**src/hdl/reset_seq_pkg.sv**
```systemverilog
// shared constants and types for the system reset sequencer
package reset_seq_pkg;

  // ----------------------------------------------------------------
  // timing
  // ----------------------------------------------------------------
  localparam int CLK_PERIOD_NS     = 40;
  localparam int EXT_MIN_PULSE_NS  = 400;
  // least time, rounded up to whole cycles
  localparam int EXT_MIN_CYC       = (EXT_MIN_PULSE_NS + CLK_PERIOD_NS - 1) / CLK_PERIOD_NS;
  localparam int TOUT_BASE_CYC_DEF = 1024;
  localparam int CNT_W             = 24;

  // ----------------------------------------------------------------
  // register map
  // ----------------------------------------------------------------
  localparam logic [11:0] CAUSE_OFS = 12'h000;
  localparam logic [11:0] STATE_OFS = 12'h004;

  localparam int FLAG_TESTPORT = 4;
  localparam int FLAG_WATCHDOG = 3;
  localparam int FLAG_BROWNOUT = 2;
  localparam int FLAG_EXTERNAL = 1;
  localparam int FLAG_POWERON  = 0;

  localparam logic [4:0] FLAGS_RESET = 5'h00;

  // brown-out level fuse coding that switches detection off
  localparam logic [2:0] BOD_DISABLED = 3'h7;

  localparam logic [1:0] HTRANS_NONSEQ = 2'h2;
  localparam logic       HRESP_OKAY    = 1'b0;

  // ----------------------------------------------------------------
  // types
  // ----------------------------------------------------------------
  typedef struct packed {
    logic testport;
    logic watchdog;
    logic brownout;
    logic external;
    logic powerOn;
  } reset_cause_type;

  typedef struct packed {
    logic [1:0] startupTime;
    logic [3:0] clockSelect;
    logic [2:0] brownoutLevel;
  } fuse_type;

  typedef enum logic [1:0] {
    SEQ_HOLD,
    SEQ_COUNT,
    SEQ_RUN
  } seq_state_type;

endpackage

```
**src/hdl/ext_pin_filter.sv**
```systemverilog
// pulse-width filter for the low-active external reset pin
`timescale 1ns/1ps
module ext_pin_filter #(
  parameter int MIN_CYC = 10
) (
  input  wire logic clock,
  input  wire logic sys_rst,
  input  wire logic pinLevel,
  output logic      lowValid_r
);

  logic [7:0] lowCnt_r;
  logic [7:0] lowCnt_nxt;
  logic       lowValid_nxt;

  if (MIN_CYC < 1 || MIN_CYC > 255)
  begin : g_chk
    $error("ext_pin_filter: MIN_CYC out of range");
  end

  always_comb
  begin
    lowCnt_nxt   = lowCnt_r;
    lowValid_nxt = lowValid_r;
    if (pinLevel)
    begin
      // rising edge ends the request at once
      lowCnt_nxt   = 8'h00;
      lowValid_nxt = 1'b0;
    end
    else if (lowCnt_r < 8'(MIN_CYC))
    begin
      lowCnt_nxt = lowCnt_r + 8'h01;
    end
    else
    begin
      lowValid_nxt = 1'b1;
    end
  end

  always_ff @(posedge clock)
  begin
    if (sys_rst)
    begin
      lowCnt_r   <= 8'h00;
      lowValid_r <= 1'b0;
    end
    else
    begin
      lowCnt_r   <= lowCnt_nxt;
      lowValid_r <= lowValid_nxt;
    end
  end

endmodule

```
**src/hdl/release_timer.sv**
```systemverilog
// loadable down-counter that stretches reset release
`timescale 1ns/1ps
module release_timer #(
  parameter int CNT_W = 24
) (
  input  wire logic             clock,
  input  wire logic             sys_rst,
  input  wire logic             load,
  input  wire logic [CNT_W-1:0] length,
  output logic                  busy_r,
  output logic                  done_r
);

  logic [CNT_W-1:0] cnt_r;
  logic [CNT_W-1:0] cnt_nxt;
  logic             busy_nxt;
  logic             done_nxt;

  if (CNT_W < 2 || CNT_W > 31)
  begin : g_chk
    $error("release_timer: CNT_W out of range");
  end

  always_comb
  begin
    cnt_nxt  = cnt_r;
    busy_nxt = busy_r;
    done_nxt = 1'b0;
    if (load)
    begin
      cnt_nxt  = length;
      busy_nxt = 1'b1;
    end
    else if (busy_r)
    begin
      if (cnt_r <= {{(CNT_W-1){1'b0}}, 1'b1})
      begin
        busy_nxt = 1'b0;
        done_nxt = 1'b1;
      end
      else
      begin
        cnt_nxt = cnt_r - {{(CNT_W-1){1'b0}}, 1'b1};
      end
    end
  end

  always_ff @(posedge clock)
  begin
    if (sys_rst)
    begin
      cnt_r  <= '0;
      busy_r <= 1'b0;
      done_r <= 1'b0;
    end
    else
    begin
      cnt_r  <= cnt_nxt;
      busy_r <= busy_nxt;
      done_r <= done_nxt;
    end
  end

endmodule

```
**src/hdl/system_reset_sequencer.sv**
```systemverilog
// reset source combiner, release delay and reset-cause register
`timescale 1ns/1ps
// Functional notes
// - five sources: power-on, pin, watchdog, brown-out, test port; any holds reset.
// - reset loads all I/O registers; release starts fetch at reset vector.
// - port pins return to initial state combinationally when a source is active.
// - after all sources drop, a delay counter stretches internal reset.
// - startup-time and clock-select fuses choose the delay length.
// - pin low longer than minimum width resets; shorter pulses may be ignored.
// - pin rising starts the delay counter; release after time-out.
// - watchdog expiry resets only while the watchdog is enabled.
// - supply-low resets only while brown-out detection is enabled.
// - reset held while the test-port reset bit is one.
// - supply rising past threshold starts the power-up delay counter.
// - supply falling below level reasserts reset immediately, no counting.
// - brown-out level fuse picks trip level; one coding disables detection.
// - brown-out resets at once; release after delay time-out on recovery.
// - watchdog gives a one-cycle pulse; its falling edge starts the counter.
// - cause flags: test port 4, watchdog 3, brown-out 2, pin 1, power-on 0.
// - power-on flag cleared only by writing zero; others also by power-on.
module system_reset_sequencer
  import reset_seq_pkg::*;
#(
  parameter int TOUT_BASE_CYC = reset_seq_pkg::TOUT_BASE_CYC_DEF,
  parameter int EXT_MIN_CYC   = reset_seq_pkg::EXT_MIN_CYC
) (
  input  wire logic                 clock,
  input  wire logic                 sys_rst,
  // supply detectors, pin, watchdog, test port
  input  wire logic                 supplyBelowPor,
  input  wire logic                 extResetPinLevel,
  input  wire logic                 watchdogExpire,
  input  wire logic                 watchdogEnable,
  input  wire logic                 supplyBelowBot,
  input  wire logic                 testportResetBit,
  input  wire reset_seq_pkg::fuse_type fuses,
  // outputs to the rest of the chip
  output logic                      internalReset_r,
  output logic                      ioPortReset,
  output logic                      vectorFetch_r,
  output logic                      brownoutDetectorEn_r,
  output logic [2:0]                brownoutTripLevel_r,
  // AHB-Lite slave
  input  wire logic                 hsel,
  input  wire logic [31:0]          haddr,
  input  wire logic [1:0]           htrans,
  input  wire logic                 hwrite,
  input  wire logic [2:0]           hsize,
  input  wire logic [31:0]          hwdata,
  input  wire logic                 hready,
  output logic                      hreadyout,
  output logic                      hresp,
  output logic [31:0]               hrdata
);

  // ----------------------------------------------------------------
  // elaboration checks
  // ----------------------------------------------------------------
  if (TOUT_BASE_CYC < 1 || (TOUT_BASE_CYC << 4) >= (1 << CNT_W))
  begin : g_chk_tout
    $error("system_reset_sequencer: TOUT_BASE_CYC out of range");
  end

  // ----------------------------------------------------------------
  // source conditioning
  // ----------------------------------------------------------------
  logic            extLow;
  logic            wdPulse_r;
  logic            wdPulse_nxt;
  reset_cause_type srcNow;
  logic            anySrc;
  logic            bodEnable;

  // pin needs a minimum low width before it counts
  ext_pin_filter #(
    .MIN_CYC    (EXT_MIN_CYC)
  ) u_ext_filter (
    .clock      (clock),
    .sys_rst    (sys_rst),
    .pinLevel   (extResetPinLevel),
    .lowValid_r (extLow)
  );

  always_comb
  begin
    wdPulse_nxt = watchdogExpire & watchdogEnable & ~wdPulse_r;
  end

  always_ff @(posedge clock)
  begin
    if (sys_rst)
    begin
      wdPulse_r <= 1'b0;
    end
    else
    begin
      wdPulse_r <= wdPulse_nxt;
    end
  end

  always_comb
  begin
    bodEnable       = (fuses.brownoutLevel != BOD_DISABLED);
    srcNow.powerOn  = supplyBelowPor;
    srcNow.external = extLow;
    srcNow.watchdog = wdPulse_r;
    srcNow.brownout = supplyBelowBot & bodEnable;
    srcNow.testport = testportResetBit;
    anySrc          = |srcNow;
  end

  // ports must fall back without waiting for a clock edge
  assign ioPortReset = anySrc | internalReset_r;

  // ----------------------------------------------------------------
  // delay length from fuses
  // ----------------------------------------------------------------
  logic [CNT_W-1:0] toutLen;
  logic [2:0]       toutShift;

  always_comb
  begin
    toutShift = {1'b0, fuses.startupTime} + {2'b00, fuses.clockSelect[0]};
    toutLen   = CNT_W'(TOUT_BASE_CYC) << toutShift;
  end

  // ----------------------------------------------------------------
  // release sequencer
  // ----------------------------------------------------------------
  seq_state_type state_r;
  seq_state_type state_nxt;
  logic          timerLoad;
  logic          timerBusy;
  logic          timerDone;
  logic          internalReset_nxt;
  logic          vectorFetch_nxt;

  release_timer #(
    .CNT_W   (CNT_W)
  ) u_timer (
    .clock   (clock),
    .sys_rst (sys_rst),
    .load    (timerLoad),
    .length  (toutLen),
    .busy_r  (timerBusy),
    .done_r  (timerDone)
  );

  always_comb
  begin
    state_nxt         = state_r;
    timerLoad         = 1'b0;
    internalReset_nxt = 1'b1;
    vectorFetch_nxt   = 1'b0;
    case (state_r)
      SEQ_HOLD:
      begin
        if (!anySrc)
        begin
          // last source gone: pin rise, supply up, pulse end
          timerLoad = 1'b1;
          state_nxt = SEQ_COUNT;
        end
      end
      SEQ_COUNT:
      begin
        if (anySrc)
        begin
          state_nxt = SEQ_HOLD;
        end
        else if (timerDone)
        begin
          state_nxt         = SEQ_RUN;
          internalReset_nxt = 1'b0;
          vectorFetch_nxt   = 1'b1;
        end
      end
      SEQ_RUN:
      begin
        internalReset_nxt = 1'b0;
        if (anySrc)
        begin
          // no counting on the way in
          state_nxt         = SEQ_HOLD;
          internalReset_nxt = 1'b1;
        end
      end
      default:
      begin
        state_nxt = SEQ_HOLD;
      end
    endcase
  end

  always_ff @(posedge clock)
  begin
    if (sys_rst)
    begin
      state_r         <= SEQ_HOLD;
      internalReset_r <= 1'b1;
      vectorFetch_r   <= 1'b0;
    end
    else
    begin
      state_r         <= state_nxt;
      internalReset_r <= internalReset_nxt;
      vectorFetch_r   <= vectorFetch_nxt;
    end
  end

  always_ff @(posedge clock)
  begin
    if (sys_rst)
    begin
      brownoutDetectorEn_r <= 1'b0;
      brownoutTripLevel_r  <= 3'h0;
    end
    else
    begin
      brownoutDetectorEn_r <= bodEnable;
      brownoutTripLevel_r  <= fuses.brownoutLevel;
    end
  end

  // ----------------------------------------------------------------
  // AHB-Lite slave
  // ----------------------------------------------------------------
  logic        wrPend_r;
  logic        wrPend_nxt;
  logic [11:0] wrAddr_r;
  logic [11:0] wrAddr_nxt;
  logic        addrPhase;
  logic [31:0] hrdata_nxt;
  logic        wrCause;

  always_comb
  begin
    addrPhase  = hsel & hready & (htrans == HTRANS_NONSEQ);
    wrPend_nxt = addrPhase & hwrite;
    wrAddr_nxt = addrPhase ? haddr[11:0] : wrAddr_r;
    wrCause    = wrPend_r & (wrAddr_r == CAUSE_OFS);
  end

  // ----------------------------------------------------------------
  // reset-cause flags
  // ----------------------------------------------------------------
  reset_cause_type flags_r;
  reset_cause_type flags_nxt;

  always_comb
  begin
    flags_nxt = flags_r;
    // zero bits clear, ones leave the flag alone
    if (wrCause)
    begin
      flags_nxt = flags_r & reset_cause_type'(hwdata[4:0]);
    end
    // power-on wipes the other causes
    if (srcNow.powerOn)
    begin
      flags_nxt.testport = 1'b0;
      flags_nxt.watchdog = 1'b0;
      flags_nxt.brownout = 1'b0;
      flags_nxt.external = 1'b0;
    end
    // a cause arriving with a clear still lands
    flags_nxt = flags_nxt | srcNow;
  end

  always_ff @(posedge clock)
  begin
    if (sys_rst)
    begin
      flags_r <= reset_cause_type'(FLAGS_RESET);
    end
    else
    begin
      flags_r <= flags_nxt;
    end
  end

  // ----------------------------------------------------------------
  // read data and response
  // ----------------------------------------------------------------
  // read mux uses next flag value so a write just before is seen
  always_comb
  begin
    hrdata_nxt = hrdata;
    if (addrPhase && !hwrite)
    begin
      case (haddr[11:0])
        CAUSE_OFS:
        begin
          hrdata_nxt = {27'h0000000, flags_nxt};
        end
        STATE_OFS:
        begin
          hrdata_nxt = {16'h0000, 3'h0, srcNow, 2'h0, timerBusy,
                        internalReset_r, 2'h0, state_r};
        end
        default:
        begin
          hrdata_nxt = 32'h00000000;
        end
      endcase
    end
  end

  always_ff @(posedge clock)
  begin
    if (sys_rst)
    begin
      wrPend_r  <= 1'b0;
      wrAddr_r  <= 12'h000;
      hrdata    <= 32'h00000000;
      hreadyout <= 1'b0;
      hresp     <= HRESP_OKAY;
    end
    else
    begin
      wrPend_r  <= wrPend_nxt;
      wrAddr_r  <= wrAddr_nxt;
      hrdata    <= hrdata_nxt;
      // zero wait states; always OKAY
      hreadyout <= 1'b1;
      hresp     <= HRESP_OKAY;
    end
  end

endmodule

```
**config.mk**
```make
export PLATFORM = sky130hd
export DESIGN_NAME = system_reset_sequencer
export DESIGN_NICKNAME = d
export VERILOG_FILES = /design/src/hdl/reset_seq_pkg.sv /design/src/hdl/ext_pin_filter.sv /design/src/hdl/release_timer.sv /design/src/hdl/system_reset_sequencer.sv
export SDC_FILE = /design/constraint.sdc
export NUM_CORES = 1
export LEC_CHECK = 0
export ABC_CLOCK_PERIOD_IN_PS = 2200
export BUFFER_PORTS_ARGS = -buffer_cell sky130_fd_sc_hd__buf_2
export CORE_AREA = 2 2 88 90
export CTS_CLUSTER_DIAMETER = 50
export DETAILED_ROUTE_END_ITERATION = 10
export DIE_AREA = 0 0 90 92
export GPL_ROUTABILITY_DRIVEN = 0
export GPL_TIMING_DRIVEN = 0
export MAX_ROUTING_LAYER = met4
export PLACE_DENSITY = 0.78
export SLEW_MARGIN = 30
export SYNTH_ARGS = -nofsm -noshare
export SYNTH_HDL_FRONTEND = slang
export SYNTH_SLANG_ARGS = --single-unit
```
**constraint.sdc**
```tcl
create_clock -name clock -period 2.2 [get_ports clock]
set_input_delay 0.22 -clock clock [delete_from_list [all_inputs] [get_ports clock]]
set_output_delay 0.22 -clock clock [all_outputs]
set_load 0.02 [all_outputs]
```
[After elaboration in Yosys (flattened, before gate mapping)]
Cells that the tools add are included.
Operators by class
  add/sub/neg operators: 3
  order comparisons: 2
  equality and inequality tests: 9
  shift operators: 1
  multiplexer cells: 23
  bitwise operators: 13
  reductions and logical operators: 12
Operator list (number)
  two-way mux 24 bit: 3
  case mux 13 bit (2 select lines): 1
  <= comparator 24 x 1 -> 1 bit (second input constant): 1
  zero test 12 bit: 2
  << shifter 11 x 3 -> 24 bit (first input constant): 1
  subtractor 24 x 1 -> 24 bit (second input constant): 1
  == test 12 x 3 -> 1 bit (second input constant): 1
  two-way mux 1 bit: 11
  adder 8 x 1 -> 8 bit (second input constant): 1
  less-than comparator 8 x 4 -> 1 bit (second input constant): 1
  two-way mux 2 bit: 4
  AND 1 bit: 7
  OR reduction 7 bit: 1
  != test 2 bit (second input constant): 3
  case mux 2 bit (3 select lines): 1
  AND 5 bit: 1
  two-way mux 5 bit: 1
  OR 5 bit: 1
  OR reduction 5 bit: 1
  == test 2 bit (second input constant): 2
  two-way mux 4 bit: 1
  adder 2 x 1 -> 3 bit: 1
  != test 3 x 2 -> 1 bit (second input constant): 1
  != test 3 bit (second input constant): 1
  12 further kinds: 14
Word-level totals
  register bits: 95
  input bits: 89

[Logic depth before layout (Yosys ltp)]
Gate-level depths: netlist of run 1.
  depth after elaboration: 7
  depth in mapped cells: 8

[Cells and area by module]
A second synthesis of run 1 with hierarchy kept.
Unflattened totals
  cells, all modules: 438
  area, all modules: 3738.6 µm²
By module, submodules not included
  system_reset_sequencer: instances 1, cells each 207, area each 1775.5 µm²
  release_timer: instances 1, cells each 198, area each 1625.3 µm²
  ext_pin_filter: instances 1, cells each 33, area each 337.8 µm²

[Worst setup path before layout of run 1]
Ideal clock, no wire load.
  path type: register to register
  start: register u_timer.cnt_r[2]
  end: register u_timer.cnt_r[9]
  library setup time: 0.070 ns
  data arrival time: 1.891 ns
  required time: 2.130 ns
  setup slack: 0.238 ns
  stages on the path, launching flop included: 5
  clock period less this slack: 1.962 ns
  path through: dfxtp_1 > or4_4 > or3_1 > or4_1 > a21oi_1
Between the ends
  cells in the longest elaborated chain, start to end: 4
  elaborated cells between the ends (all ways): 7
  classes of those cells: add/sub (1); order compare (1); eq/ne (1); mux (3); reduce/logical (1)
RTL lines
  start, declared: line release_timer.sv:14  | logic [CNT_W-1:0] cnt_r;
  start signal, assigned: line release_timer.sv:58  | cnt_r <= cnt_nxt;
  subtractor 24 x 1 -> 24 bit: line release_timer.sv:43  | cnt_nxt = cnt_r - {{(CNT_W-1){1'b0}}, 1'b1};
  two-way mux 24 bit: line release_timer.sv:36  | if (cnt_r <= {{(CNT_W-1){1'b0}}, 1'b1})
  two-way mux 24 bit: line release_timer.sv:34  | else if (busy_r)
  two-way mux 24 bit: line release_timer.sv:29  | if (load)
Several ways; a longest one is shown, not always the timed one. The select of a mux whose other input is x is not followed.
A chain may end at the register's enable or synchronous reset.

[Final worst setup path of run 1]
  start: register u_timer.cnt_r[3]
  end: register u_timer.cnt_r[20]
Same word-level chain as after synthesis.

==> key figures, run 1 <==
Status
  – Status: complete, no violations

Power
  – Total power: 4.121 mW
  – Comb pwr share: 35.1%
  – NetSw: 1.544 mW
  – Sw frac: 37.46%
  – Part of the power in the clock network: 27.1%
  – Cell internal pwr: 2.578 mW
  – Static Leak: 1.764 nW
  – Worst vdd ir: 539.8 µV
  – Seq pwr share: 37.8%
  – PwrDens: 966.8 nW/µm²

Min path
  – WHS Path Cells: 2
  – Hold endpoint: u_ext_filter.lowCnt_r[2]$_SDFFE_PP0N_
  – Worst hold start: extResetPinLevel
  – Hold Crit Class: in -> reg

STA
  – Final critical-path share of the clock period: 95.80%
  – Final-report setup violation count: 0
  – FMAX: 474.5 MHz
  – Worst clock skew: 0.008613 ns
  – Setup TNS: 0 ns
  – Final min period: 2.108 ns
  – Final Hold Vio Count: 0
  – Slew Limit Fails: 0
  – Rel. slew slack: 63.23%
  – Tightest Pin Transition: 0.5464 ns

Worst setup path
  – CP startpoint: u_timer.cnt_r[3]$_SDFFE_PP0P_
  – Req. time, crit path: 2.49 ns
  – Critical path start-end classification: reg -> reg
  – Crit end category: register
  – Data arrival time at the worst-slack endpoint: 2.39 ns
  – Worst r2r src: u_timer.cnt_r[3]$_SDFFE_PP0P_
  – CP Launch Type: register
  – Worst-case reg-to-reg path depth: 5
  – RR Endpoint: u_timer.cnt_r[20]$_SDFFE_PP0P_
  – Crit-path max FO: 7
  – Minimum setup slack among reg-to-reg paths: 0.09 ns

Yosys
  – #FFs+latches synth: 74
  – Yosys cell types: 61
  – Mapped Cells: 408
  – Register area share after synthesis: 42.36%
  – Post-synthesis adder-cell area fraction: 2.862%
  – Xor and xnor fraction of the mapped netlist area: 1.002%
  – Area share of and/or/nand/nor cells after synthesis: 26.37%
  – Main combinational cell family by area after synthesis: simple AND/OR/NAND/NOR gates
  – Mux cell area share after synthesis: 0.8587%
  – Yosys warns: 0
  – Ys async rst share: 0%
  – Syn Area/Cell: 8.571 µm²
  – Post-synth EDFFs: 0
  – Synth Flop Type: dfxtp_1
  – Post-Syn Area: 3497 µm²
  – Synth Area in Compound Gates: 18.39%

Floorplan
  – Initial Util: 46.96%
  – Die area: 8280 µm²
  – Die Ht: 92 µm
  – Core area: 7447 µm²
  – Chip Width: 90 µm
  – I/O pin cnt: 130
  – Num rows: 32

Final layout
  – Most frequent cells in the layout: 73 x dfxtp_1, 56 x buf_2, 42 x nand2_1
  – Layout cells sized above 1: 25.00%
  – Area Overhead vs Synth: 21.90%
  – Final net count: 592
  – # diodes: 0
  – Commonest non-fill, non-tap cell in the layout: dfxtp_1
  – Multi-input logic area: 1879 µm²
  – Fillers: 644
  – Register area: 1483 µm²

Global route
  – Number of global-route vias before repair: 3029
  – First-pass GRT wire length: 13900 µm
  – Largest net degree at the start of global routing: 16
  – Aggregate global routing overflow: 0
  – Initial antenna violation count: 0
  – Total Routing Usage GR: 20.89%

CTS
  – Inserted Clock Buffers: 9
  – CTS root buffer: clkbuf_8
  – H-tree depth: 3
  – Largest buffer count on any clock path: 2
  – Clk_lat worst skew: 0.35 ns
  – Clk slew on worst S/H paths: 0.09 ns
  – CTS tree: done
  – Sink Count: 74

Drt
  – Routed wire length: 8364 µm
  – Initial DRC count: 223
  – Vias per cell: 5.439
  – Routed vias: 3274
  – Number of iterations in the first detailed-routing pass: 4
  – DRC viols: 0
  – WL/cell: 13.89 µm
  – Final ANT Viol Nets: 0

Flow run
  – Max Cap Violations: 0

Placed design
  – Post-DP HPWL: 6117 µm
  – Port Buffers: 54
[logic make-up after synthesis]
logic type,count (synthesis)
flops,74
compound gates,99
mux,3
simple gates,167
xor+xnor,4
fa+ha+maj,8
other cells,1
buf+inv,52
[worst max path at each step]
| stage | endpoint | slack [ns] | cells after the start |
|---|---|---|---|
| 6_report | u_timer.cnt_r[20]$_SDFFE_PP0P_ | 0.09 | 5 |
| 5_1_grt | u_timer.cnt_r[19]$_SDFFE_PP0P_ | -0.007 | 6 |
| 4_1_cts | u_timer.cnt_r[9]$_SDFFE_PP0P_ | 0.00008 | 8 |
| 3_5_place_dp | u_timer.cnt_r[19]$_SDFFE_PP0P_ | -0.03 | 6 |
| 3_3_place_gp | u_timer.cnt_r[19]$_SDFFE_PP0P_ | 0.03 | 6 |
| 2_1_floorplan | u_timer.cnt_r[9]$_SDFFE_PP0P_ | 0.24 | 4 |
[Yosys cell counts, types with 8 or more instances]
master / number / share of area (%)
or2_2: 8 / 1.4
or4_1: 13 / 2.8
ha_1: 8 / 2.9
a21oi_1: 32 / 4.6
nand3_1: 9 / 1.3
o21ai_0: 11 / 1.6
o31ai_1: 11 / 2.4
nand2_1: 42 / 4.5
nor2_1: 32 / 3.4
clkbuf_1: 13 / 1.4
dfxtp_1: 74 / 42
buf_4: 22 / 4.7
a31oi_1: 9 / 1.6
nor3_1: 9 / 1.3
inv_1: 13 / 1.4
or3_1: 10 / 1.8
[worst max-delay path: stages, from the launching register on]
cell and delay (ns):
dfxtp_1 0.38, nor4_4 0.43, nand3_2 0.17, or3_4 0.44, or4_1 0.48, a21oi_1 0.15
[through the flow]
stage	hold slack [ns]	instances	utilization [%]	area (µm²)	worst slack (ns)
after floorplan	0.2968	429	-	3576	0.2383
after global placement	0.4389	585	53.36	3974	0.02856
after detailed placement	0.4471	585	53.36	3974	-0.03119
after CTS	0.07683	601	56.32	4194	0.00008193
after global routing	0.07848	602	57.24	4263	-0.006711
final	0.08745	602	57.24	4263	0.09240
[layer usage]
layer | global-route usage, % | part of all wire (%) | wire, µm | vias to the layer above
met5 | - | 0 | 0 | -
met2 | 34.40 | 48 | 3983 | 121
li1 | - | - | - | 1622
met3 | 5.341 | 6.8 | 568 | 9
met4 | 5.385 | 0.80 | 67 | 0
met1 | 25.77 | 45 | 3745 | 1522
[what timing repair did]
item	4_1_cts	5_1_grt
pin swaps	0	1
setup buffers	0	2
hold buffers	0	0
resized for setup	2	12
endpoints found under the setup margin	10	22
endpoints found under the hold margin	0	0
[area by class of cell]
cell class,count,area share (%)
Buffer,38,5.430
Multi-Input combinational cell,303,44.09
Clock buffer,9,2.906
Tap cell,102,2.994
Timing Repair Buffer,56,6.692
Sequential cell,74,34.78
Clock inverter,7,1.967
Inverter,13,1.145
[power by group through the flow]
stage	Sequential [mW]	Clock, mW	Combinational, mW
floorplan	1.56	0	1.01
global placement	1.57	0	1.28
detailed placement	1.58	0	1.30
CTS	1.55	1.13	1.34
global route	1.58	1.19	1.60
finish	1.56	1.12	1.45
[sequential cells by signal, indices dropped and copies added, names as in the netlist, 2 cells and up]
register,flops
u_timer.cnt_r,24
wrAddr_r,12
hrdata,11
u_ext_filter.lowCnt_r,8
flags_r,5
brownoutTripLevel_r,3
state_r,2
(Power assumes the default switching activity.)
==> run 2: changes to the inputs <==
--- a/config.mk
+++ b/config.mk
@@ -5,7 +5,7 @@
 export SDC_FILE = /design/constraint.sdc
 export NUM_CORES = 1
 export LEC_CHECK = 0
-export ABC_CLOCK_PERIOD_IN_PS = 2200
+export ABC_CLOCK_PERIOD_IN_PS = 2300
 export BUFFER_PORTS_ARGS = -buffer_cell sky130_fd_sc_hd__buf_2
 export CORE_AREA = 2 2 88 90
 export CTS_CLUSTER_DIAMETER = 50
@@ -19,3 +19,4 @@
 export SYNTH_ARGS = -nofsm -noshare
 export SYNTH_HDL_FRONTEND = slang
 export SYNTH_SLANG_ARGS = --single-unit
+export TNS_END_PERCENT = 50
==> constraint.sdc (replaced) <==
create_clock -name clock -period 2.3 [get_ports clock]
set_input_delay 0.23 -clock clock [delete_from_list [all_inputs] [get_ports clock]]
set_output_delay 0.23 -clock clock [all_outputs]
set_load 0.02 [all_outputs]
==> run 2 against run 1 <==
  * First-iteration DRC count decreased by 22%
  * Combinational power decreased by 8%
  * Die area unchanged
  * Non-clock buffer count increased by 1
  * Critical path depth increased by 1
  * Count of clock-buffer cells in the layout unchanged
  * Clock power decreased by 4%
  * Hold slack improved by 0.0059 ns
  * Routed wire length increased by 0.22%
  * Global-route usage about the same
==> key figures, run 2 (same netlist as run 1, synthesis figures left out) <==
CTS
  – H-tree depth: 3 (unchanged)
  – Largest buffer count on any clock path: 2 (unchanged)
  – CTS tree: done (unchanged)
  – Hold-fix buffers at CTS: 0 (unchanged)
  – Sink Count: 74 (unchanged)
  – Clk slew on worst S/H paths: 0.09 ns (about the same)
  – Clk_lat worst skew: 0.35 ns (about the same)
  – CTS root buffer: clkbuf_8 (unchanged)
  – Inserted Clock Buffers: 9 (unchanged)

Worst setup path
  – Data arrival time at the worst-slack endpoint: 2.44 ns (was 2.39 ns)
  – Crit-path max FO: 10 (was 7)
  – Worst-case reg-to-reg path depth: 6 (was 5)
  – CP Launch Type: register (unchanged)
  – CP startpoint: u_timer.cnt_r[13]$_SDFFE_PP0P_ (was u_timer.cnt_r[3]$_SDFFE_PP0P_)
  – Critical path start-end classification: reg -> reg (unchanged)
  – Crit end category: register (unchanged)
  – Worst r2r src: u_timer.cnt_r[13]$_SDFFE_PP0P_ (was u_timer.cnt_r[3]$_SDFFE_PP0P_)
  – Minimum setup slack among reg-to-reg paths: 0.09 ns (about the same)
  – Crit path capture: u_timer.cnt_r[9]$_SDFFE_PP0P_ (was u_timer.cnt_r[20]$_SDFFE_PP0P_)
  – RR Endpoint: u_timer.cnt_r[9]$_SDFFE_PP0P_ (was u_timer.cnt_r[20]$_SDFFE_PP0P_)
  – Req. time, crit path: 2.53 ns (was 2.49 ns)

Drt
  – Number of iterations in the first detailed-routing pass: 6 (was 4)
  – Routed vias: 3271 (was 3274)
  – Initial DRC count: 175 (was 223)
  – Routed wire length: 8382 µm (was 8364 µm)
  – DRC viols: 0 (unchanged)
  – WL/cell: 13.90 µm (was 13.89 µm)
  – Final ANT Viol Nets: 0 (unchanged)
  – Vias per cell: 5.425 (was 5.439)

STA
  – Rel. slew slack: 56.64% (was 63.23%)
  – Final-report setup violation count: 0 (unchanged)
  – Worst clock skew: 0.008724 ns (was 0.008613 ns)
  – Final min period: 2.209 ns (was 2.108 ns)
  – Tightest Pin Transition: 0.6473 ns (was 0.5464 ns)
  – Final Hold Vio Count: 0 (unchanged)
  – FMAX: 452.8 MHz (was 474.5 MHz)
  – Setup TNS: 0 ns (unchanged)
  – Worst setup margin: 0.09143 ns (was 0.09240 ns)
  – Final critical-path share of the clock period: 96.02% (was 95.80%)
  – Slew Limit Fails: 0 (unchanged)

Power
  – Sw frac: 37.23% (was 37.46%)
  – Static Leak: 1.747 nW (was 1.764 nW)
  – Worst vdd ir: 470.2 µV (was 539.8 µV)
  – PwrDens: 923.7 nW/µm² (was 966.8 nW/µm²)
  – Cell internal pwr: 2.445 mW (was 2.578 mW)
  – Seq pwr share: 38.2% (was 37.8%)
  – NetSw: 1.450 mW (was 1.544 mW)
  – Comb pwr share: 34.4% (was 35.1%)
  – Part of the power in the clock network: 27.4% (was 27.1%)

Floorplan
  – Core area: 7447 µm² (unchanged)
  – Initial Util: 46.96% (unchanged)
  – Die area: 8280 µm² (unchanged)
  – Chip Width: 90 µm (unchanged)
  – Num rows: 32 (unchanged)
  – Die Ht: 92 µm (unchanged)
  – I/O pin cnt: 130 (unchanged)

Global route
  – Aggregate global routing overflow: 0 (unchanged)
  – Total Routing Usage GR: 20.91% (was 20.89%)
  – Initial antenna violation count: 0 (unchanged)
  – Largest net degree at the start of global routing: 16 (unchanged)
  – Number of global-route vias before repair: 3019 (was 3029)
  – First-pass GRT wire length: 13900 µm (unchanged)

Final layout
  – Area Overhead vs Synth: 20.61% (was 21.90%)
  – Commonest non-fill, non-tap cell in the layout: dfxtp_1 (unchanged)
  – Top reg by flops: u_timer.cnt_r (unchanged)
  – # diodes: 0 (unchanged)
  – Most frequent cells in the layout: 74 x dfxtp_1, 57 x buf_2, 42 x nand2_1 (was 73 x dfxtp_1, 56 x buf_2, 42 x nand2_1)
  – Regs by FF count: u_timer.cnt_r: 24 flops, wrAddr_r: 12 flops, hrdata: 11 flops (unchanged)
  – Number of non-filler instances in the completed layout: 603 (was 602)
  – Max reg flops: 24 (unchanged)
  – Core Util, Final: 56.64% (was 57.24%)
  – Finished layout cell area: 4218 µm² (was 4263 µm²)
  – Layout cells sized above 1: 23.55% (was 25.00%)
  – Fillers: 655 (was 644)
  – Final net count: 593 (was 592)

Placed design
  – Port Buffers: 54 (unchanged)
  – Post-DP HPWL: 6117 µm (unchanged)
  – Placed Cells: 585 (unchanged)
  – Pre-CTS WS: 0.06881 ns (was -0.03119 ns)
  – Placed cell areas: 3974 µm² (unchanged)

Min path
  – WHS Path Cells: 2 (unchanged)
  – Hold Crit Class: in -> reg (unchanged)

Status
  – Status: complete, no violations (unchanged)

Flow run
  – Max Cap Violations: 0 (unchanged)
[run 2: cell count changes in the layout (fill, tap and decap cells not counted), sizes merged]
cell and delta:
buf +1
[run 2: per-stage QoR]
step	hold slack [ns]	power, mW
2_1_floorplan	0.3068	2.455
3_3_place_gp	0.4389	2.727
3_5_place_dp	0.4471	2.757
4_1_cts	0.08683	3.825
5_1_grt	0.08848	4.125
6_report	0.09334	3.896
[run 2: power groups by stage]
| stage | clock network [mW] | registers, mW | logic [mW] |
|---|---|---|---|
| final | 1.07 | 1.49 | 1.34 |
| after global placement | 0 | 1.50 | 1.23 |
| after global routing | 1.14 | 1.50 | 1.49 |
| after detailed placement | 0 | 1.51 | 1.25 |
| after floorplan | 0 | 1.49 | 0.963 |
| after CTS | 1.08 | 1.48 | 1.26 |
[run 2: critical path: stages (launching register included)]
cell and delay [ns]:
dfxtp_1 0.36, nor4_1 0.51, nor4b_4 0.42, a31o_2 0.29, buf_2 0.28, or4_1 0.16, a21oi_1 0.06
[run 2: repair_timing]
action                                  4_1_cts  5_1_grt
pin swaps                                     0        1
resized for setup                             1        3
endpoints found under the setup margin        1       13
buffers inserted                              0        2
[run 2: area by class of cell]
type,instances,area [µm²],share of cell area (%)
inverters,13,48.80,1.157
well taps,102,127.6,3.026
flip-flops and latches,74,1481,35.12
repair buffers,56,285.3,6.764
clock buffers,9,123.9,2.937
plain buffers,39,232.7,5.518
clock inverters,7,83.83,1.988
multi-input cells,303,1834,43.49
[run 2: worst min path at each step]
stage | from | endpoint
floorplan | extResetPinLevel | u_ext_filter.lowCnt_r[0]$_SDFFE_PP0N_
global placement | hrdata[2]$_SDFFE_PP0P_ | hrdata[2]$_SDFFE_PP0P_
detailed placement | u_ext_filter.lowCnt_r[6]$_SDFFE_PP0N_ | u_ext_filter.lowCnt_r[6]$_SDFFE_PP0N_
CTS | extResetPinLevel | u_ext_filter.lowCnt_r[2]$_SDFFE_PP0N_
global route | extResetPinLevel | u_ext_filter.lowCnt_r[1]$_SDFFE_PP0N_
finish | extResetPinLevel | u_ext_filter.lowCnt_r[2]$_SDFFE_PP0N_
[run 2: routing by layer]
layer | vias up | wire, µm | track usage [%]
met5 | - | 0 | -
met4 | 0 | 70 | 5.385
met3 | 8 | 509 | 5.341
met2 | 104 | 3995 | 34.40
met1 | 1534 | 3806 | 25.83
li1 | 1625 | - | -
